--- config.mk ---
export PLATFORM = sky130hd
export DESIGN_NAME = on_chip_debug_unit
export DESIGN_NICKNAME = d
export VERILOG_FILES = /design/src/debug_pkg.sv /design/src/on_chip_debug_unit.sv
export VERILOG_INCLUDE_DIRS = /design/src
export SDC_FILE = /design/constraint.sdc
export NUM_CORES = 1
export LEC_CHECK = 0
export BUFFER_PORTS_ARGS = -buffer_cell sky130_fd_sc_hd__buf_2
export CAP_MARGIN = 20
export CORE_ASPECT_RATIO = 2
export CORE_UTILIZATION = 40
export CTS_CLUSTER_DIAMETER = 60
export DETAILED_ROUTE_END_ITERATION = 8
export PLACE_DENSITY_LB_ADDON = 0.08
export SYNTH_ARGS = -nofsm -noshare
export SYNTH_HDL_FRONTEND = slang
export SYNTH_SLANG_ARGS = --single-unit
--- constraint.sdc ---
create_clock -name clk -period 1.84 [get_ports clk]
set_clock_uncertainty 0.05 [all_clocks]
set_input_delay 0 -clock clk [delete_from_list [all_inputs] [get_ports clk]]
set_output_delay 0 -clock clk [all_outputs]
set_load 0.02 [all_outputs]
--- src/debug_defines.svh ---
`ifndef DEBUG_DEFINES_SVH
`define DEBUG_DEFINES_SVH
`define CTL_RESET 8'h00
`define CTL_HALT_BIT 7
`define CTL_BREAK_EN_BIT 6
`define CTL_ACK_BIT 5
`define CTL_RST_BIT 0
`define CTL_WRITE_MASK 8'hE1
`define BREAK_OPCODE 8'h00
`define ACK_CHAR 8'hFF
`define UNLOCK_K0 8'h80
`define UNLOCK_K1 8'hEB
`define UNLOCK_K2 8'h5A
`define UNLOCK_K3 8'h70
`define UNLOCK_K4 8'hCD
`define RUNTIME_MAX 16'hFFFF
`endif

--- src/debug_pkg.sv ---
package debug_pkg;
    // Unlock byte tracking
    typedef enum logic [2:0] {UL_K0, UL_K1, UL_K2, UL_K3, UL_K4, UL_DONE} unlock_state_t;
    // Register write from the serial command decoder
    typedef struct packed {
        logic       wr;
        logic [7:0] data;
    } ctl_write_t;
endpackage

--- src/on_chip_debug_unit.sv ---
`timescale 1ns/100ps
`include "debug_defines.svh"
module on_chip_debug_unit
    import debug_pkg::*;
(
    input wire logic clk,
    input wire logic reset_n,
    input wire logic clk_en,
    input wire logic sys_reset_active,
    input wire logic rx_byte_valid,
    input wire logic [7:0] rx_byte,
    input wire ctl_write_t ctl_write,
    input wire logic opcode_decode,
    input wire logic [7:0] opcode,
    input wire logic read_protect,
    input wire logic reset_seq_done,
    input wire logic ack_tx_ready,
    output logic debug_pin_enabled,
    output logic [7:0] debug_control,
    output logic cpu_fetch_stall,
    output logic break_as_nop,
    output logic device_reset_req,
    output logic ack_tx_valid,
    output logic [7:0] ack_tx_data,
    output logic [15:0] runtime_count
);
    unlock_state_t ul_reg, ul_next;
    logic pin_en_reg;
    logic [7:0] ctl_reg, ctl_next;
    logic nop_reg, ack_reg;
    logic [7:0] ack_data_reg;
    logic [15:0] cnt_reg;

    // Unlock key step match, only while system reset holds
    wire logic [7:0] key_exp = (ul_reg == UL_K0) ? `UNLOCK_K0 :
                               (ul_reg == UL_K1) ? `UNLOCK_K1 :
                               (ul_reg == UL_K2) ? `UNLOCK_K2 :
                               (ul_reg == UL_K3) ? `UNLOCK_K3 : `UNLOCK_K4;
    wire logic key_hit = sys_reset_active && rx_byte_valid && rx_byte == key_exp;

    always_comb begin
        ul_next = ul_reg;
        if (!sys_reset_active) begin
            ul_next = UL_K0; // A partial key is dropped once reset is released
        end else if (rx_byte_valid && ul_reg != UL_DONE) begin
            case (ul_reg)
                UL_K0: ul_next = key_hit ? UL_K1 : UL_K0;
                UL_K1: ul_next = key_hit ? UL_K2 : UL_K0;
                UL_K2: ul_next = key_hit ? UL_K3 : UL_K0;
                UL_K3: ul_next = key_hit ? UL_K4 : UL_K0;
                UL_K4: ul_next = key_hit ? UL_DONE : UL_K0;
                default: ul_next = UL_K0;
            endcase
        end
    end

    // Pin ownership claimed during a system reset; survives the reset itself and only reset_n returns it
    always_ff @(posedge clk) begin
        if (!reset_n) begin
            ul_reg <= UL_K0;
            pin_en_reg <= 1'b0;
        end else if (clk_en) begin
            ul_reg <= ul_next;
            if (sys_reset_active && ul_next == UL_DONE) begin
                pin_en_reg <= 1'b1;
            end else if (sys_reset_active && ul_reg == UL_K0 && !rx_byte_valid && !pin_en_reg) begin
                pin_en_reg <= 1'b0;
            end
        end
    end

    // Break decode and write handling
    wire logic break_seen = opcode_decode && opcode == `BREAK_OPCODE;
    wire logic break_hit = break_seen && ctl_reg[`CTL_BREAK_EN_BIT];
    wire logic [7:0] wr_val = ctl_write.data & `CTL_WRITE_MASK;
    // Read protection pins the halt bit high once set
    wire logic halt_wr = (read_protect && ctl_reg[`CTL_HALT_BIT]) ? 1'b1 : wr_val[`CTL_HALT_BIT];

    always_comb begin
        ctl_next = ctl_reg;
        if (ctl_write.wr) begin
            ctl_next = wr_val;
            ctl_next[`CTL_HALT_BIT] = halt_wr;
            ctl_next[`CTL_RST_BIT] = wr_val[`CTL_RST_BIT] | ctl_reg[`CTL_RST_BIT];
        end
        if (reset_seq_done && ctl_reg[`CTL_RST_BIT]) begin
            ctl_next[`CTL_RST_BIT] = 1'b0;
        end
        if (break_hit) begin
            ctl_next[`CTL_HALT_BIT] = 1'b1;
        end
    end

    // Control register; reset bit request reaches the device reset logic
    always_ff @(posedge clk) begin
        if (!reset_n) begin
            ctl_reg <= `CTL_RESET;
            nop_reg <= 1'b0;
        end else if (clk_en) begin
            ctl_reg <= ctl_next;
            nop_reg <= break_seen && !ctl_reg[`CTL_BREAK_EN_BIT];
        end
    end

    // Acknowledge character held until the transmitter takes it
    always_ff @(posedge clk) begin
        if (!reset_n) begin
            ack_reg <= 1'b0;
            ack_data_reg <= `ACK_CHAR;
        end else if (clk_en) begin
            if (break_hit && ctl_reg[`CTL_ACK_BIT]) begin
                ack_reg <= 1'b1;
                ack_data_reg <= `ACK_CHAR;
            end else if (ack_tx_ready) begin
                ack_reg <= 1'b0;
            end
        end
    end

    // Runtime counter: runs outside debug mode, saturates rather than wraps
    always_ff @(posedge clk) begin
        if (!reset_n) begin
            cnt_reg <= 16'h0000;
        end else if (clk_en) begin
            if (ctl_reg[`CTL_HALT_BIT]) begin
                cnt_reg <= cnt_reg;
            end else if (cnt_reg != `RUNTIME_MAX) begin
                cnt_reg <= cnt_reg + 16'h0001;
            end
        end
    end

    // Outputs from flops
    assign debug_pin_enabled = pin_en_reg;
    assign debug_control = ctl_reg;
    assign cpu_fetch_stall = ctl_reg[`CTL_HALT_BIT];
    assign break_as_nop = nop_reg;
    assign device_reset_req = ctl_reg[`CTL_RST_BIT];
    assign ack_tx_valid = ack_reg;
    assign ack_tx_data = ack_data_reg;
    assign runtime_count = cnt_reg;

    // Break handling: halt when enabled, a one-cycle no-operation mark otherwise
    chk_break_halts: assert property (@(posedge clk) disable iff (!reset_n)
        clk_en && break_hit |=> cpu_fetch_stall) else $error("break did not halt");
    chk_break_nop: assert property (@(posedge clk) disable iff (!reset_n)
        clk_en && break_seen && !ctl_reg[`CTL_BREAK_EN_BIT] && !ctl_write.wr && !cpu_fetch_stall
        |=> !cpu_fetch_stall && break_as_nop) else $error("disabled break not nop");
    chk_count_runs: assert property (@(posedge clk) disable iff (!reset_n)
        clk_en && !cpu_fetch_stall && cnt_reg != 16'hFFFF |=> cnt_reg == $past(cnt_reg) + 16'h0001)
        else $error("counter did not advance");
    chk_count_holds: assert property (@(posedge clk) disable iff (!reset_n)
        cpu_fetch_stall || cnt_reg == 16'hFFFF |=> $stable(cnt_reg)) else $error("counter moved");
    chk_write_81: assert property (@(posedge clk) disable iff (!reset_n)
        clk_en && ctl_write.wr && ctl_write.data == 8'h81 && !break_hit |=> debug_control[7]
        && device_reset_req) else $error("81H write wrong");
    chk_protect_halt: assert property (@(posedge clk) disable iff (!reset_n)
        read_protect && cpu_fetch_stall ##1 read_protect |-> cpu_fetch_stall)
        else $error("halt cleared under protection");
    chk_ack_send: assert property (@(posedge clk) disable iff (!reset_n)
        clk_en && break_hit && ctl_reg[`CTL_ACK_BIT] |=> ack_tx_valid && ack_tx_data == 8'hFF)
        else $error("ack not sent");
    chk_rst_clear: assert property (@(posedge clk) disable iff (!reset_n)
        clk_en && reset_seq_done && device_reset_req && !ctl_write.wr |=> !device_reset_req)
        else $error("reset bit stuck");
    chk_reserved_zero: assert property (@(posedge clk) disable iff (!reset_n)
        debug_control[4:1] == 4'h0) else $error("reserved bits set");
    chk_gpio_only: assert property (@(posedge clk) disable iff (!reset_n)
        !sys_reset_active && !debug_pin_enabled |=> !debug_pin_enabled)
        else $error("pin unlocked outside reset");
    chk_breakpoint_enable_bit_reset: assert property (@(posedge clk)
        !reset_n |=> !debug_control[6]) else $error("breakpoint enable not cleared");

    // Further break checks: the mark is a pulse, never a level
    chk_nop_pulse: assert property (@(posedge clk) disable iff (!reset_n)
        clk_en && !break_seen |=> !break_as_nop) else $error("nop mark stuck");
    chk_stall_mirror: assert property (@(posedge clk) disable iff (!reset_n)
        cpu_fetch_stall == debug_control[7]) else $error("stall differs from halt");

    // Acknowledge character must wait for a slow transmitter, then drop
    chk_ack_holds: assert property (@(posedge clk) disable iff (!reset_n)
        clk_en && ack_tx_valid && !ack_tx_ready |=> ack_tx_valid)
        else $error("ack dropped early");
    chk_ack_clear: assert property (@(posedge clk) disable iff (!reset_n)
        clk_en && ack_tx_valid && ack_tx_ready && !(break_hit && debug_control[5])
        |=> !ack_tx_valid) else $error("ack not released");
    chk_ack_const: assert property (@(posedge clk) disable iff (!reset_n)
        ack_tx_data == 8'hFF) else $error("ack char wrong");

    // Register writes: fields land, halt clears only when unprotected
    chk_halt_clear: assert property (@(posedge clk) disable iff (!reset_n)
        clk_en && ctl_write.wr && !ctl_write.data[7] && !read_protect && !break_hit
        |=> !cpu_fetch_stall) else $error("halt not cleared");
    chk_breakpoint_enable_bit_write: assert property (@(posedge clk) disable iff (!reset_n)
        clk_en && ctl_write.wr |=> debug_control[6] == $past(ctl_write.data[6]))
        else $error("break enable not written");
    chk_rst_set: assert property (@(posedge clk) disable iff (!reset_n)
        clk_en && ctl_write.wr && ctl_write.data[0] && !(reset_seq_done && device_reset_req)
        |=> device_reset_req) else $error("reset bit not set");

    // Pin ownership: key completion claims the pin, nothing but reset_n returns it
    chk_unlock_done: assert property (@(posedge clk) disable iff (!reset_n)
        clk_en && sys_reset_active && rx_byte_valid && ul_reg == UL_K4 && rx_byte == 8'hCD
        |=> debug_pin_enabled) else $error("full key did not unlock");
    chk_ul_drop: assert property (@(posedge clk) disable iff (!reset_n)
        clk_en && !sys_reset_active |=> ul_reg == UL_K0) else $error("partial key kept");
    chk_pin_sticky: assert property (@(posedge clk) disable iff (!reset_n)
        debug_pin_enabled |=> debug_pin_enabled) else $error("pin ownership lost");

    // Clock enable low must freeze the control register, the runtime counter and the acknowledge valid
    chk_freeze_state: assert property (@(posedge clk) disable iff (!reset_n)
        !clk_en |=> $stable(debug_control) && $stable(runtime_count) && $stable(ack_tx_valid))
        else $error("state moved while frozen");

    // Covers for the main scenarios
    cov_unlock: cover property (@(posedge clk) disable iff (!reset_n) $rose(debug_pin_enabled));
    cov_break: cover property (@(posedge clk) disable iff (!reset_n) clk_en && break_hit);
    cov_nop: cover property (@(posedge clk) disable iff (!reset_n) break_as_nop);
    cov_saturate: cover property (@(posedge clk) disable iff (!reset_n) cnt_reg == 16'hFFFF);
    cov_resume: cover property (@(posedge clk) disable iff (!reset_n) $fell(cpu_fetch_stall));
endmodule // on_chip_debug_unit

Word-level counts from Yosys, hierarchy flattened. Index checks and enable logic that the tools add are counted. Widths: inputs -> output; s select.

Add/subtract/negate cells: 1. Bitwise logic cells: 2. Muxes and demuxes: 20. Reduce and logical (&&, ||, !) cells: 28. Equality and inequality tests: 8.

Operators with widths (count): $mux 8 (5); $add 16x1->16 const B (1); $ne 16x16->1 const B (1); $pmux 3 s5 (1); $logic_and 1x1->1 (13); $mux 3 (4); $reduce_and 2->1 (5); $eq 8x8->1 (1); $logic_not 8->1 (1); $mux 1 (8); $reduce_bool 2->1 (4); $eq 3x2->1 const B (2); $eq 3x3->1 const B (2); $mux 2 (2); $eq 3x1->1 const B (1); $logic_not 1->1 (3); $logic_not 3->1 (1); $ne 3x3->1 const B (1); $reduce_and 3->1 (1); $not 1->1 (1); $or 1x1->1 (1).

Register bits after elaboration: 26. Bits of input ports: 34. Output and inout bits: 37.

Logic depth before layout (Yosys ltp). Gate-level depths: netlist (run 1).

Depth after elaboration: 15. Depth in mapped cells: 6.

Worst setup path before layout (run 1). No wires, ideal clock.

Kind: register to register. Start point: register cnt_reg[6], in the netlist runtime_count[6]. End point: register cnt_reg[1], in the netlist runtime_count[1]. Setup slack: 0.110 ns. Data arrival time: 1.552 ns. Stages on the path, launching flop included: 7. Path buffers: 1. Clock period less this slack: 1.730 ns. Library setup time: 0.128 ns. Cells stage by stage: dfxtp_1 > and4_1 > buf_2 > nand4_4 > o21ai_2 > mux2i_1 > nor2_1.

Word-level cells in the longest chain between the ends: 2.

Ends and longest elaborated chain: from (decl) (line on_chip_debug_unit.sv:32) `logic [15:0] cnt_reg;`; from (signal assigned) (line on_chip_debug_unit.sv:126) `cnt_reg <= cnt_reg;`; from (signal assigned) (line on_chip_debug_unit.sv:128) `cnt_reg <= cnt_reg + 16'h0001;`; $ne 16x16->1 (no source line); $reduce_and 3->1 (no source line).

No other way between the ends. A chain may end at the register's enable or synchronous reset.

Worst setup path in the final report (run 1).
Start point: register ul_reg[1]. End point: register ul_reg[0].

Word-level cells in the longest chain between the ends: 11. Elaborated cells between the ends (all ways): 19.

Ends and longest elaborated chain: from (decl) (line on_chip_debug_unit.sv:27) `unlock_state_t ul_reg, ul_next;`; from (signal assigned) (line on_chip_debug_unit.sv:63) `ul_reg <= ul_next;`; $eq 3x2->1 (line on_chip_debug_unit.sv:38, on_chip_debug_unit.sv:46); $mux 8 (no source line) (4 in series); $eq 8x8->1 (line on_chip_debug_unit.sv:39) `wire logic key_hit = sys_reset_active && rx_byte_valid && rx_byte == key_exp;`; $logic_and 1x1->1 (line on_chip_debug_unit.sv:39); $mux 3 (tied with other cells) (line on_chip_debug_unit.sv:51) `UL_K4: ul_next = key_hit ? UL_DONE : UL_K0;`; $pmux 3 s5 (line on_chip_debug_unit.sv:46) `case (ul_reg)`; $mux 3 (*) (line on_chip_debug_unit.sv:45) `end else if (rx_byte_valid && ul_reg != UL_DONE) begin`; $mux 3 (*) (line on_chip_debug_unit.sv:43) `if (!sys_reset_active) begin`.

Mark *: on every way between the ends. The rest lies on a longest branch, timed or not.

==> results.md, run 1 <==
* Num CTS Buffers at 3
* Final Wtd Congestion at slightly above 0.8
* Pint at 0.000829 W
* Kind of start point of the critical path: register
* Vias after detailed routing at 1585
* Switching Share at 26.7%
* Power Dens Cells at 567 nW/um^2
* Max H-tree Level at 1
* # diodes at 0
* Largest net degree at the start of global routing at 19
* Bufs and invs on worst path at 0
* CP Capture Point: ul_reg[0]$_SDFFE_PN0P_
* Synth Register Bits at 26
* CP Launch Point: ul_reg[1]$_SDFFE_PN0P_
* Part of the power in registers at ~52%
* RSZ-0062 raised after global routing: no
* CP endpoint kind: register
* Most numerous cell on the critical path: a21oi_1
* Wire per inst at 12.8 um
* Drc violations at 0
* Max Clk Rate at slightly below 600 MHz
* Reg2reg end: ul_reg[0]$_SDFFE_PN0P_
* Layout cell share with drive strength beyond 1 at 32.3%
* Effective utilization at floorplan at between 40% and 50%
* Worst-path clk slew at around 0.090 ns
* Max Cap Viol at 0
* Top delay family on crit path: simple AND/OR/NAND/NOR gates
* Buffers on Ports at 54
* Antenna Nets Post-Route at 0
* FP Rows at 31
* Critical R2R Launch: ul_reg[1]$_SDFFE_PN0P_
* CTS tree: done
* First-pass GRT wire length at 6.23 mm
* WHS at -0.00267 ns
* Mapped Cells at 183
* Core footprint at 3650 sq um
* Max reg flops at 16
* # Post-CTS Setup Buffers at 0
* Comb power frac at 14.6%
* Yosys warns at 0
* Yosys cell types at 52
* Post-synth top flop: dfxtp_1
* Fillcell total at 393
* Sequential fraction of the synthesis area at 33.7%
* Status: finished, violations left
* Flop-to-flop setup slack at 0.11 ns
* Vias in the first global route at 1551
* Die ar. at roughly 4100 sq um
* Final Critical Period at 1.73 ns
* Area Overhead vs Synth at 29.1%
* Failing checks: hold timing
* CTS Root Cell: clkbuf_8
* Peak VDD IR at 0.000416 V
* CP required at approximately 2 ns
* Skew-Pair Late Insertion Delay at 0.28 ns
* Crit-path slowest cell: or4_1
* Width of the die at 46.0 um
* Post-route non-filler standard cell count at 297
* Nets at 284
* Dpl hpwl at 2.91 mm
* Crit path arrival time at roughly 1.9 ns
* Tcrit/Tclk final at 94.0%
* Maximum clock path buffer count at 2
* 1st-pass router iterations at 4
* P_sw at 0.000302 W
* Critical Path Fanout Max at 9
* Hold/Removal Path Class: in2reg
* Critical Path Max Stage Delay at 0.53 ns
* Crit path kind: reg2reg
* Final Setup Violations at 0
* Slew Limit Fails at 0
* Post-Syn Area at 1550 sq um
* Fin Setup TNS at 0 ns
* # IOs at 71
* Critical-path cell list: nand2b_1, a21oi_1, o221ai_2, or4_1, a21oi_1
* Die H at 89.9 um
* Final Hold Vio Count at 1
* Pleak at 0.881 nW
* Stages on the worst setup path at 5
* Initial antenna violation count at 0
* Total gr overflow at 0
* Post-synth ARST share at 0%
* Dpl cells at 284
* Final wirelength at 3.80 mm
* Vias per inst at 5.34
* Clock group share of total power at 33.9%
* GRT Overall Usage at 19.5%
* Reg2reg path depth at 5
* TritonCTS Sinks at 26
* Iter 0 DRT Violations at 16
* Mean Syn Cell Area at 8.44 sq um
* EDFF count, synth at 0
-- power groups by stage --
stage                     Sequential [W]  Combinational [W]  Clock [W]
after floorplan                 0.000607          0.0000985          0
after global placement          0.000595           0.000144          0
after detailed placement        0.000596           0.000150          0
after CTS                       0.000583           0.000165   0.000395
after global routing            0.000586           0.000180   0.000409
final                           0.000583           0.000165   0.000384
-- cell usage after synthesis (all sizes together), types with 4 or more instances --
master,n,area share [%]
xor2,5,2.8
o211ai,5,2.4
inv,7,1.7
nand2,16,3.9
clkbuf,4,0.97
or3,4,1.6
nor2,12,2.9
dfxtp,26,34
o21ai,9,3.2
o21a,4,1.9
nand3,9,2.9
a21oi,12,3.9
buf,17,8.6
-- cell usage in the layout, fill, tap and decap left out, types with 2 or more instances in the layout --
| cell type | n |
|---|---|
| nor3_1 | 3 |
| and4_1 | 3 |
| nand3_1 | 9 |
| o21a_1 | 4 |
| a22oi_1 | 2 |
| a21oi_1 | 12 |
| o21ai_0 | 7 |
| dlygate4sd3_1 | 9 |
| and2_1 | 2 |
| nand2_1 | 16 |
| or4_1 | 2 |
| dfxtp_2 | 2 |
| dfxtp_1 | 24 |
| conb_1 | 12 |
| xor2_1 | 5 |
| and3_1 | 2 |
| o31ai_1 | 2 |
| a31oi_1 | 2 |
| mux2i_1 | 2 |
| or3_1 | 4 |
| nor4_1 | 3 |
| nor2_1 | 12 |
| a32o_1 | 2 |
| buf_2 | 54 |
| o211ai_1 | 5 |
| clkbuf_8 | 4 |
| inv_1 | 7 |
| xnor2_1 | 3 |
| buf_4 | 9 |
-- metrics by stage --
step	util (%)	power (W)	instance area, sq um	setup slack (ns)	hold slack [ns]
5_1_grt	54.7	0.00118	1990	0.0177	0.0458
2_1_floorplan	-	0.000705	1580	0.110	0.0692
4_1_cts	54.6	0.00114	1990	0.0375	0.0106
6_report	54.7	0.00113	1990	0.110	-0.00267
3_3_place_gp	50.3	0.000739	1830	0.105	0.158
3_5_place_dp	50.3	0.000746	1830	0.0610	0.163
-- worst min-delay path, cell delays in order --
cell and delay, ns:
buf_2 0.07, o21ai_0 0.07, a31oi_1 0.15
-- layout make-up --
cell class / instances / area [sq um] / share of cell area (%)
repair buffers: 72 / 428 / 21.5
multi-input cells: 139 / 901 / 45.2
flip-flops and latches: 26 / 523 / 26.2
inverters: 7 / 26.3 / 1.32
clock buffers: 4 / 55.1 / 2.76
well taps: 49 / 61.3 / 3.07
-- worst min-delay path by stage --
| stage | cells past startpoint | startpoint | slack (ns) | to |
|---|---|---|---|---|
| CTS | 3 | ctl_write[0] | 0.01 | debug_control[0]$_SDFFE_PN0P_ |
| floorplan | 1 | reset_seq_done | 0.07 | debug_control[0]$_SDFFE_PN0P_ |
| finish | 3 | read_protect | -0.003 | debug_control[7]$_SDFFE_PN0P_ |
| detailed placement | 2 | reset_seq_done | 0.16 | debug_control[0]$_SDFFE_PN0P_ |
| global route | 3 | ctl_write[0] | 0.05 | debug_control[0]$_SDFFE_PN0P_ |
| global placement | 2 | reset_seq_done | 0.16 | debug_control[0]$_SDFFE_PN0P_ |
-- logic make-up after synthesis --
kind of cell	after synthesis	share of synthesized area, %
and+or+nand+nor	69	26.7
DFF	26	33.7
xor gates and xnor gates	8	4.53
other	2	0.486
muxes	2	1.30
adders and majority gates	1	0.810
AOI/OAI and AO/OA	47	21.2
buffers and inverters	28	11.3
-- metal layers --
layer  up-vias  share of wire [%]  track usage, %
met2        45                 57            37.1
met3         7                3.6            2.01
met1       759                 37            19.0
met4         0                2.0            8.09
li1        774                  -               -
met5         -                  0               0
-- what timing repair did --
action | CTS | global route
endpoints found under the hold margin | 8 | 0
hold buffers | 10 | 0
resized for setup | 0 | 5
endpoints found under the setup margin | 0 | 7
Note: power is estimated with default switching activity, not from simulation.
==> run 2, diff against run 1 <==
--- a/config.mk
+++ b/config.mk
@@ -6,13 +6,14 @@
 export SDC_FILE = /design/constraint.sdc
 export NUM_CORES = 1
 export LEC_CHECK = 0
+export ABC_CLOCK_PERIOD_IN_PS = 1840
 export BUFFER_PORTS_ARGS = -buffer_cell sky130_fd_sc_hd__buf_2
 export CAP_MARGIN = 20
 export CORE_ASPECT_RATIO = 2
 export CORE_UTILIZATION = 40
 export CTS_CLUSTER_DIAMETER = 60
 export DETAILED_ROUTE_END_ITERATION = 8
-export PLACE_DENSITY_LB_ADDON = 0.08
+export PLACE_DENSITY = 0.7
 export SYNTH_ARGS = -nofsm -noshare
 export SYNTH_HDL_FRONTEND = slang
 export SYNTH_SLANG_ARGS = --single-unit
==> run 2 against run 1 <==
The flow now finishes without violations. Critical path type unchanged. Flip-flop and latch count unchanged. Largest power group unchanged. Count of clock-buffer cells in the layout shrank 1. Hold slack better by 0.0052 ns. Wire length fell by 3.2%. Cell count up 1.0%. Critical path depth is the same.
==> results.md, run 2 (synthesis results as in run 1) <==
* Most frequent cells in the layout: 54 x buf_2, 26 x dfxtp_1, 16 x nand2_1
* Clock group share of total power at 38.9% (+5.0 points)
* Max H-tree Level at 1 (unchanged)
* Max reg flops at 16 (unchanged)
* Final Wtd Congestion at 0.810 (-0.82%)
* Kind of start point of the critical path: register
* Nets at 287 (+1.1%)
* Max Cap Viol at 0 (unchanged)
* Area of the multi-input gates at 888 sq um (-1.4%)
* # IOs at 71 (unchanged)
* Vias in the first global route at 1456 (-6.1%)
* Fin Setup TNS at 0 ns (unchanged)
* DP Area at 1860 sq um (+1.2%)
* Antenna Nets Post-Route at 0 (unchanged)
* Max Clk Rate at 581 MHz (+0.50%)
* # diodes at 0 (unchanged)
* Total gr overflow at 0 (unchanged)
* Effective utilization at floorplan at 42.4% (unchanged)
* Initial antenna violation count at 0 (unchanged)
* Crit path kind: reg2reg
* GRT Overall Usage at 19.3% (-0.19 points)
* Part of the power in registers at 47.8% (-3.7 points)
* Skew-Pair Late Insertion Delay at 0.27 ns (about the same)
* Peak VDD IR at 0.000542 V (+30%)
* First-pass GRT wire length at 6.16 mm (-1.1%)
* Pint at 0.000927 W (+12%)
* TritonCTS Sinks at 26 (unchanged)
* Fillcell total at 363 (-7.6%)
* Final Hold Vio Count at 0 (-1)
* Vias after detailed routing at 1555 (-1.9%)
* Hold/Removal Path Class: in2reg
* Slew @ Worst Pin at 0.469 ns
* CTS Root Cell: clkbuf_8
* Buffers on Ports at 54 (unchanged)
* Tcrit/Tclk final at 93.5% (-0.47 points)
* Iter 0 DRT Violations at 32 (+16)
* Most common cell after layout, fill and taps aside: buf_2
* 1st-pass router iterations at 4 (unchanged)
* Slew HR at 67.9%
* Dpl hpwl at 2.85 mm (-1.8%)
* Worst-path clk slew at 0.10 ns (about the same)
* CP endpoint kind: register
* Area occupied by registers at 520 sq um (-0.48%)
* Final Setup Violations at 0 (unchanged)
* Maximum clock path buffer count at 2 (unchanged)
* Die ar. at 4130 sq um (unchanged)
* Core footprint at 3650 sq um (unchanged)
* Final Critical Period at 1.72 ns (-0.00861 ns)
* Status: finished clean
* Comb power frac at 13.3% (-1.3 points)
* Critical Path Fanout Max at 9 (unchanged)
* Die H at 89.9 um (unchanged)
* CTS tree: done
* Crit path arrival time at 1.87 ns (-0.02 ns)
* Drc violations at 0 (unchanged)
* Vias per inst at 5.18 (-2.9%)
* Slew Limit Fails at 0 (unchanged)
* Final wirelength at 3.68 mm (-3.2%)
* Width of the die at 46.0 um (unchanged)
* Wire per inst at 12.3 um (-4.2%)
* RSZ-0062 raised after global routing: no
* Layout cell share with drive strength beyond 1 at 31.9% (-0.39 points)
* Pleak at 0.904 nW (+2.6%)
* P_sw at 0.000293 W (-3.0%)
* Switching Share at 24.0% (-2.7 points)
* Post-route cell area at 2020 sq um (+1.1%)
* Power Dens Cells at 605 nW/um^2 (+6.7%)
* Area Overhead vs Synth at 30.4%
* Largest net degree at the start of global routing at 16 (-3)
* Num CTS Buffers at 3 (unchanged)
* CTS resizes at 0 (unchanged)
* FP Rows at 31 (unchanged)
* CP required at 1.99 ns (about the same)
## run 2: cell count changes in the layout (fill, tap and decap cells not counted)
| cell | delta |
|---|---|
| buf_4 | +4 |
| dfxtp_2 | -2 |
| o21ai_4 | -1 |
| clkbuf_8 | -1 |
| nor2b_1 | +1 |
| bufinv_16 | +1 |
| nand2b_2 | -1 |
| nor2b_2 | -1 |
| dfxtp_1 | +2 |
| o21ai_2 | +1 |
| nand2b_1 | +1 |
| dlygate4sd3_1 | -1 |
## run 2: repair_timing
item	in CTS	in global routing
hold endpoints to repair	7	0
endpoints found under the setup margin	0	1
setup buffers	0	1
hold buffers	8	0
## run 2: power groups by stage
| stage | Clock [W] | Sequential (W) | Combinational [W] |
|---|---|---|---|
| floorplan | 0 | 0.000607 | 0.0000985 |
| global placement | 0 | 0.000596 | 0.000148 |
| detailed placement | 0 | 0.000597 | 0.000149 |
| CTS | 0.000484 | 0.000584 | 0.000162 |
| global route | 0.000506 | 0.000585 | 0.000179 |
| finish | 0.000475 | 0.000583 | 0.000162 |
## run 2: worst paths after layout
check | start | endpoint | slack [ns] | cells after the start
min reg2reg | debug_pin_enabled$_SDFFE_PN0P_ | debug_pin_enabled$_SDFFE_PN0P_ | 0.42 | 1
max reg2reg | ul_reg[1]$_SDFFE_PN0P_ | ul_reg[0]$_SDFFE_PN0P_ | 0.12 | 5
max | ul_reg[1]$_SDFFE_PN0P_ | ul_reg[0]$_SDFFE_PN0P_ | 0.12 | 5
min | ctl_write[8] | debug_control[7]$_SDFFE_PN0P_ | 0.003 | 3
## run 2: metrics by stage
step | utilization (%) | hold WS, ns | instances | power (W) | setup slack, ns
global placement | 50.9 | 0.157 | 287 | 0.000744 | 0.178
CTS | 55.1 | 0.00230 | 299 | 0.00123 | 0.114
detailed placement | 50.9 | 0.158 | 287 | 0.000746 | 0.148
floorplan | - | 0.0692 | 193 | 0.000705 | 0.110
finish | 55.3 | 0.00251 | 300 | 0.00122 | 0.119
global route | 55.3 | 0.0309 | 300 | 0.00127 | 0.00407
## run 2: cell type report
type | instances | share of cell area, %
sequential | 26 | 25.8
inverter | 7 | 1.30
clock buffer | 3 | 2.05
multi-input combinational | 139 | 44.1
clock inverter | 1 | 1.49
tap | 49 | 3.04
timing repair buffer | 75 | 22.2
## run 2: critical path: stages, from the launching register on
cell and delay [ns]:
dfxtp_1 0.40, nand2b_1 0.21, a21oi_1 0.18, o221ai_2 0.15
or4_1 0.51, a21oi_1 0.14
## run 2: routing by layer
metal	vias up	wire length, um	global-route usage, %
met1	710	1340	20.2
met3	8	135	1.81
met5	-	0	0
met4	0	94	8.33
li1	779	-	-
met2	58	2120	35.4
==> run 3, diff against run 2 <==
--- a/config.mk
+++ b/config.mk
@@ -6,6 +6,7 @@
 export SDC_FILE = /design/constraint.sdc
 export NUM_CORES = 1
 export LEC_CHECK = 0
+export ABC_AREA = 1
 export ABC_CLOCK_PERIOD_IN_PS = 1840
 export BUFFER_PORTS_ARGS = -buffer_cell sky130_fd_sc_hd__buf_2
 export CAP_MARGIN = 20
==> run 3 against run 2 <==
The flow now finishes with violations (hold timing). Final area shrank 1.3%. Count of clock-buffer cells in the layout grew 1. Register-to-register slack gained 0.03 ns. Flip-flop and latch count is the same. Synthesized area grew 2.8%. Non-clock buffer count shrank 10. Critical endpoint is now runtime_count[9]$_SDFFE_PN0P_. Highest routed layer unchanged.
==> results.md, run 3 <==
* WHS at -0.00139 ns (-0.00389 ns)
* DP Area at 1830 sq um (-1.3%)
* Largest net degree at the start of global routing at 22 (+6)
* Fin Setup TNS at 0 ns (unchanged)
* Skew-Pair Late Insertion Delay at 0.27 ns (about the same)
* Hold path cells at 2 (-1)
* Pleak at 0.985 nW (+9.0%)
* Kind of start point of the critical path: register
* Worst-path clk slew at 0.09 ns (about the same)
* CP endpoint kind: register
* Synth Register Bits at 26 (unchanged)
* Drc violations at 0 (unchanged)
* Critical Path Fanout Max at 7 (-2)
* Switching Share at 27.6% (+3.6 points)
* Part of the power in registers at 50.7% (+2.9 points)
* Status: finished, violations left
* Peak VDD IR at 0.000549 V (+1.3%)
* Most frequent cells after synthesis: 54 x nand2_1, 32 x nor2_1, 31 x inv_1
* Slew Limit Fails at 0 (unchanged)
* # IOs at 71 (unchanged)
* # diodes at 0 (unchanged)
* Vias after detailed routing at 1699 (+9.3%)
* Hold/Removal Path Class: in2reg
* Core footprint at 3840 sq um (+5.4%)
* Total gr overflow at 0 (unchanged)
* Final wirelength at 3.82 mm (+3.9%)
* Yosys top cell by area: dfxtp_1
* CTS tree: done
* Stages on the worst setup path at 10 (+5)
* Mean Syn Cell Area at 6.35 sq um (-25%)
* Max reg flops at 16 (unchanged)
* CP required at 2.01 ns (+0.02 ns)
* Vias per inst at 4.72 (-8.9%)
* Max Clk Rate at 591 MHz (+1.8%)
* Cell with the most instances after synthesis: nand2_1
* Final Critical Period at 1.69 ns (-0.0303 ns)
* Area contributors post-synth: dfxtp_1 33%, nand2_1 13%, buf_4 7.6%
* Initial antenna violation count at 0 (unchanged)
* Area fraction of the dominant cell type after synthesis at 32.8% (-0.90 points)
* Post-Syn Area at 1590 sq um (+2.8%)
* Buffers on Ports at 54 (unchanged)
* CTS Root Cell: clkbuf_8
* Mapped Cells at 250 (+37%)
* Failing checks: hold timing
* Top delay family on crit path: simple AND/OR/NAND/NOR gates
* Crit path arrival time at 1.86 ns (about the same)
* Num CTS Buffers at 3 (unchanged)
* Maximum clock path buffer count at 2 (unchanged)
* Nets at 345 (+20%)
* Max H-tree Level at 1 (unchanged)
* Width of the die at 46.6 um (+1.3%)
* Yosys cell types at 25 (-52%)
* Post-synth ARST share at 0% (unchanged)
* Crit path kind: reg2reg
* Post-route cell area at 1990 sq um (-1.3%)
* Final Wtd Congestion at 0.843 (+4.1%)
* Post-synth top flop: dfxtp_1
* Dpl hpwl at 2.90 mm (+1.5%)
* P_sw at 0.000324 W (+11%)
* Wire per inst at 10.6 um (-13%)
* First-pass GRT wire length at 5.84 mm (-5.3%)
* EDFF count, synth at 0 (unchanged)
* Comb power frac at 17.6% (+4.3 points)
* Total power at 0.00117 W (-3.8%)
* Yosys warns at 0 (unchanged)
* Crit-path slowest cell: dfxtp_2
* Sequential fraction of the synthesis area at 32.8% (-0.90 points)
* Vias in the first global route at 1470 (+0.96%)
* Bufs and invs on worst path at 1 (+1)
* TritonCTS Sinks at 26 (unchanged)
* Final Hold Vio Count at 1 (+1)
* Critical Path Max Stage Delay at 0.35 ns (-0.16 ns)
* GRT Overall Usage at 18.3% (-0.98 points)
* Reg2reg path depth at 10 (+5)
* Iter 0 DRT Violations at 45 (+41%)
* Max Cap Viol at 0 (unchanged)
* Clock group share of total power at 31.8% (-7.1 points)
* Die ar. at 4240 sq um (+2.7%)
* Layout cell share with drive strength beyond 1 at 24.3% (-7.6 points)
* Most frequent cells in the layout: 54 x buf_2, 53 x nand2_1, 31 x inv_1, 31 x nor2_1, 23 x dfxtp_1
* Antenna Nets Post-Route at 0 (unchanged)
* Die H at 91.1 um (+1.3%)
* Final Setup Violations at 0 (unchanged)
* Power Dens Cells at 590 nW/um^2 (-2.6%)
* Critical-path cell list: ha_1, nand3_1, nor2_1, nand3_1, nand2_2, inv_1, nand4_1, o21ai_1, nand2_1, nor2_1
* Tcrit/Tclk final at 91.9% (-1.6 points)
* Area Overhead vs Synth at 25.3%
* 1st-pass router iterations at 4 (unchanged)
* Pint at 0.000849 W (-8.4%)
* Most common cell after layout, fill and taps aside: buf_2
* FP Rows at 32 (+3.2%)
* Effective utilization at floorplan at 41.3% (-1.1 points)
[run 3: cell count changes after synthesis, sizes merged, moves of 6 or more]
cell,before,now
nand2,16,55
inv,7,34
nor2,12,35
o21ai,9,19
nand3,9,16
a21oi,12,18
[run 3: power by group through the flow]
stage / clock, W / combinational, W / sequential (W)
finish: 0.000373 / 0.000206 / 0.000595
global route: 0.000398 / 0.000234 / 0.000598
CTS: 0.000382 / 0.000205 / 0.000594
detailed placement: 0 / 0.000191 / 0.000607
global placement: 0 / 0.000189 / 0.000607
floorplan: 0 / 0.000145 / 0.000613
[run 3: per-layer routing]
layer  vias to the layer above  track usage (%)  routed length, um
li1                        889                -                  -
met1                       759             16.8               1440
met2                        47             35.9               2180
met3                         4             1.59                148
met4                         0             7.60                 59
met5                         -                0                  0
[run 3: what timing repair did]
item	CTS	global route
buffers inserted	0	0
gates resized for setup	0	6
endpoints found under the setup margin	0	10
hold buffers	9	0
hold endpoints to repair	6	0
[run 3: worst paths after layout]
check,startpoint,end,slack [ns]
max,runtime_count[0]$_SDFFE_PN0P_,runtime_count[9]$_SDFFE_PN0P_,0.15
min,clk_en,ul_reg[1]$_SDFFE_PN0P_,-0.001
max reg2reg,runtime_count[0]$_SDFFE_PN0P_,runtime_count[9]$_SDFFE_PN0P_,0.15
min reg2reg,runtime_count[0]$_SDFFE_PN0P_,runtime_count[0]$_SDFFE_PN0P_,0.41
[run 3: cell type report]
type | count | area, sq um
clock buffers | 4 | 55.1
well taps | 51 | 63.8
multi-input cells | 180 | 843
repair buffers | 65 | 375
flip-flops and latches | 26 | 524
fillers | 407 | 1850
inverters | 34 | 128
[run 3: cells by family after synthesis]
kind of cell	share of synthesized area (%)
and+or+nand+nor	33.7
buffers and inverters	17.0
AOI/OAI and AO/OA	14.1
DFF	32.8
xor gates and xnor gates	1.10
other	0.473
adders and majority gates	0.788
[run 3: through the flow]
| step | hold slack (ns) | util (%) | instances | setup WS [ns] |
|---|---|---|---|---|
| after detailed placement | 0.211 | 47.7 | 347 | 0.129 |
| after floorplan | 0.0882 | - | 260 | 0.183 |
| after global placement | 0.202 | 47.7 | 347 | 0.171 |
| final | -0.00139 | 51.8 | 360 | 0.149 |
| after CTS | 0.00463 | 51.4 | 360 | 0.108 |
| after global routing | 0.0193 | 51.8 | 360 | -0.00679 |
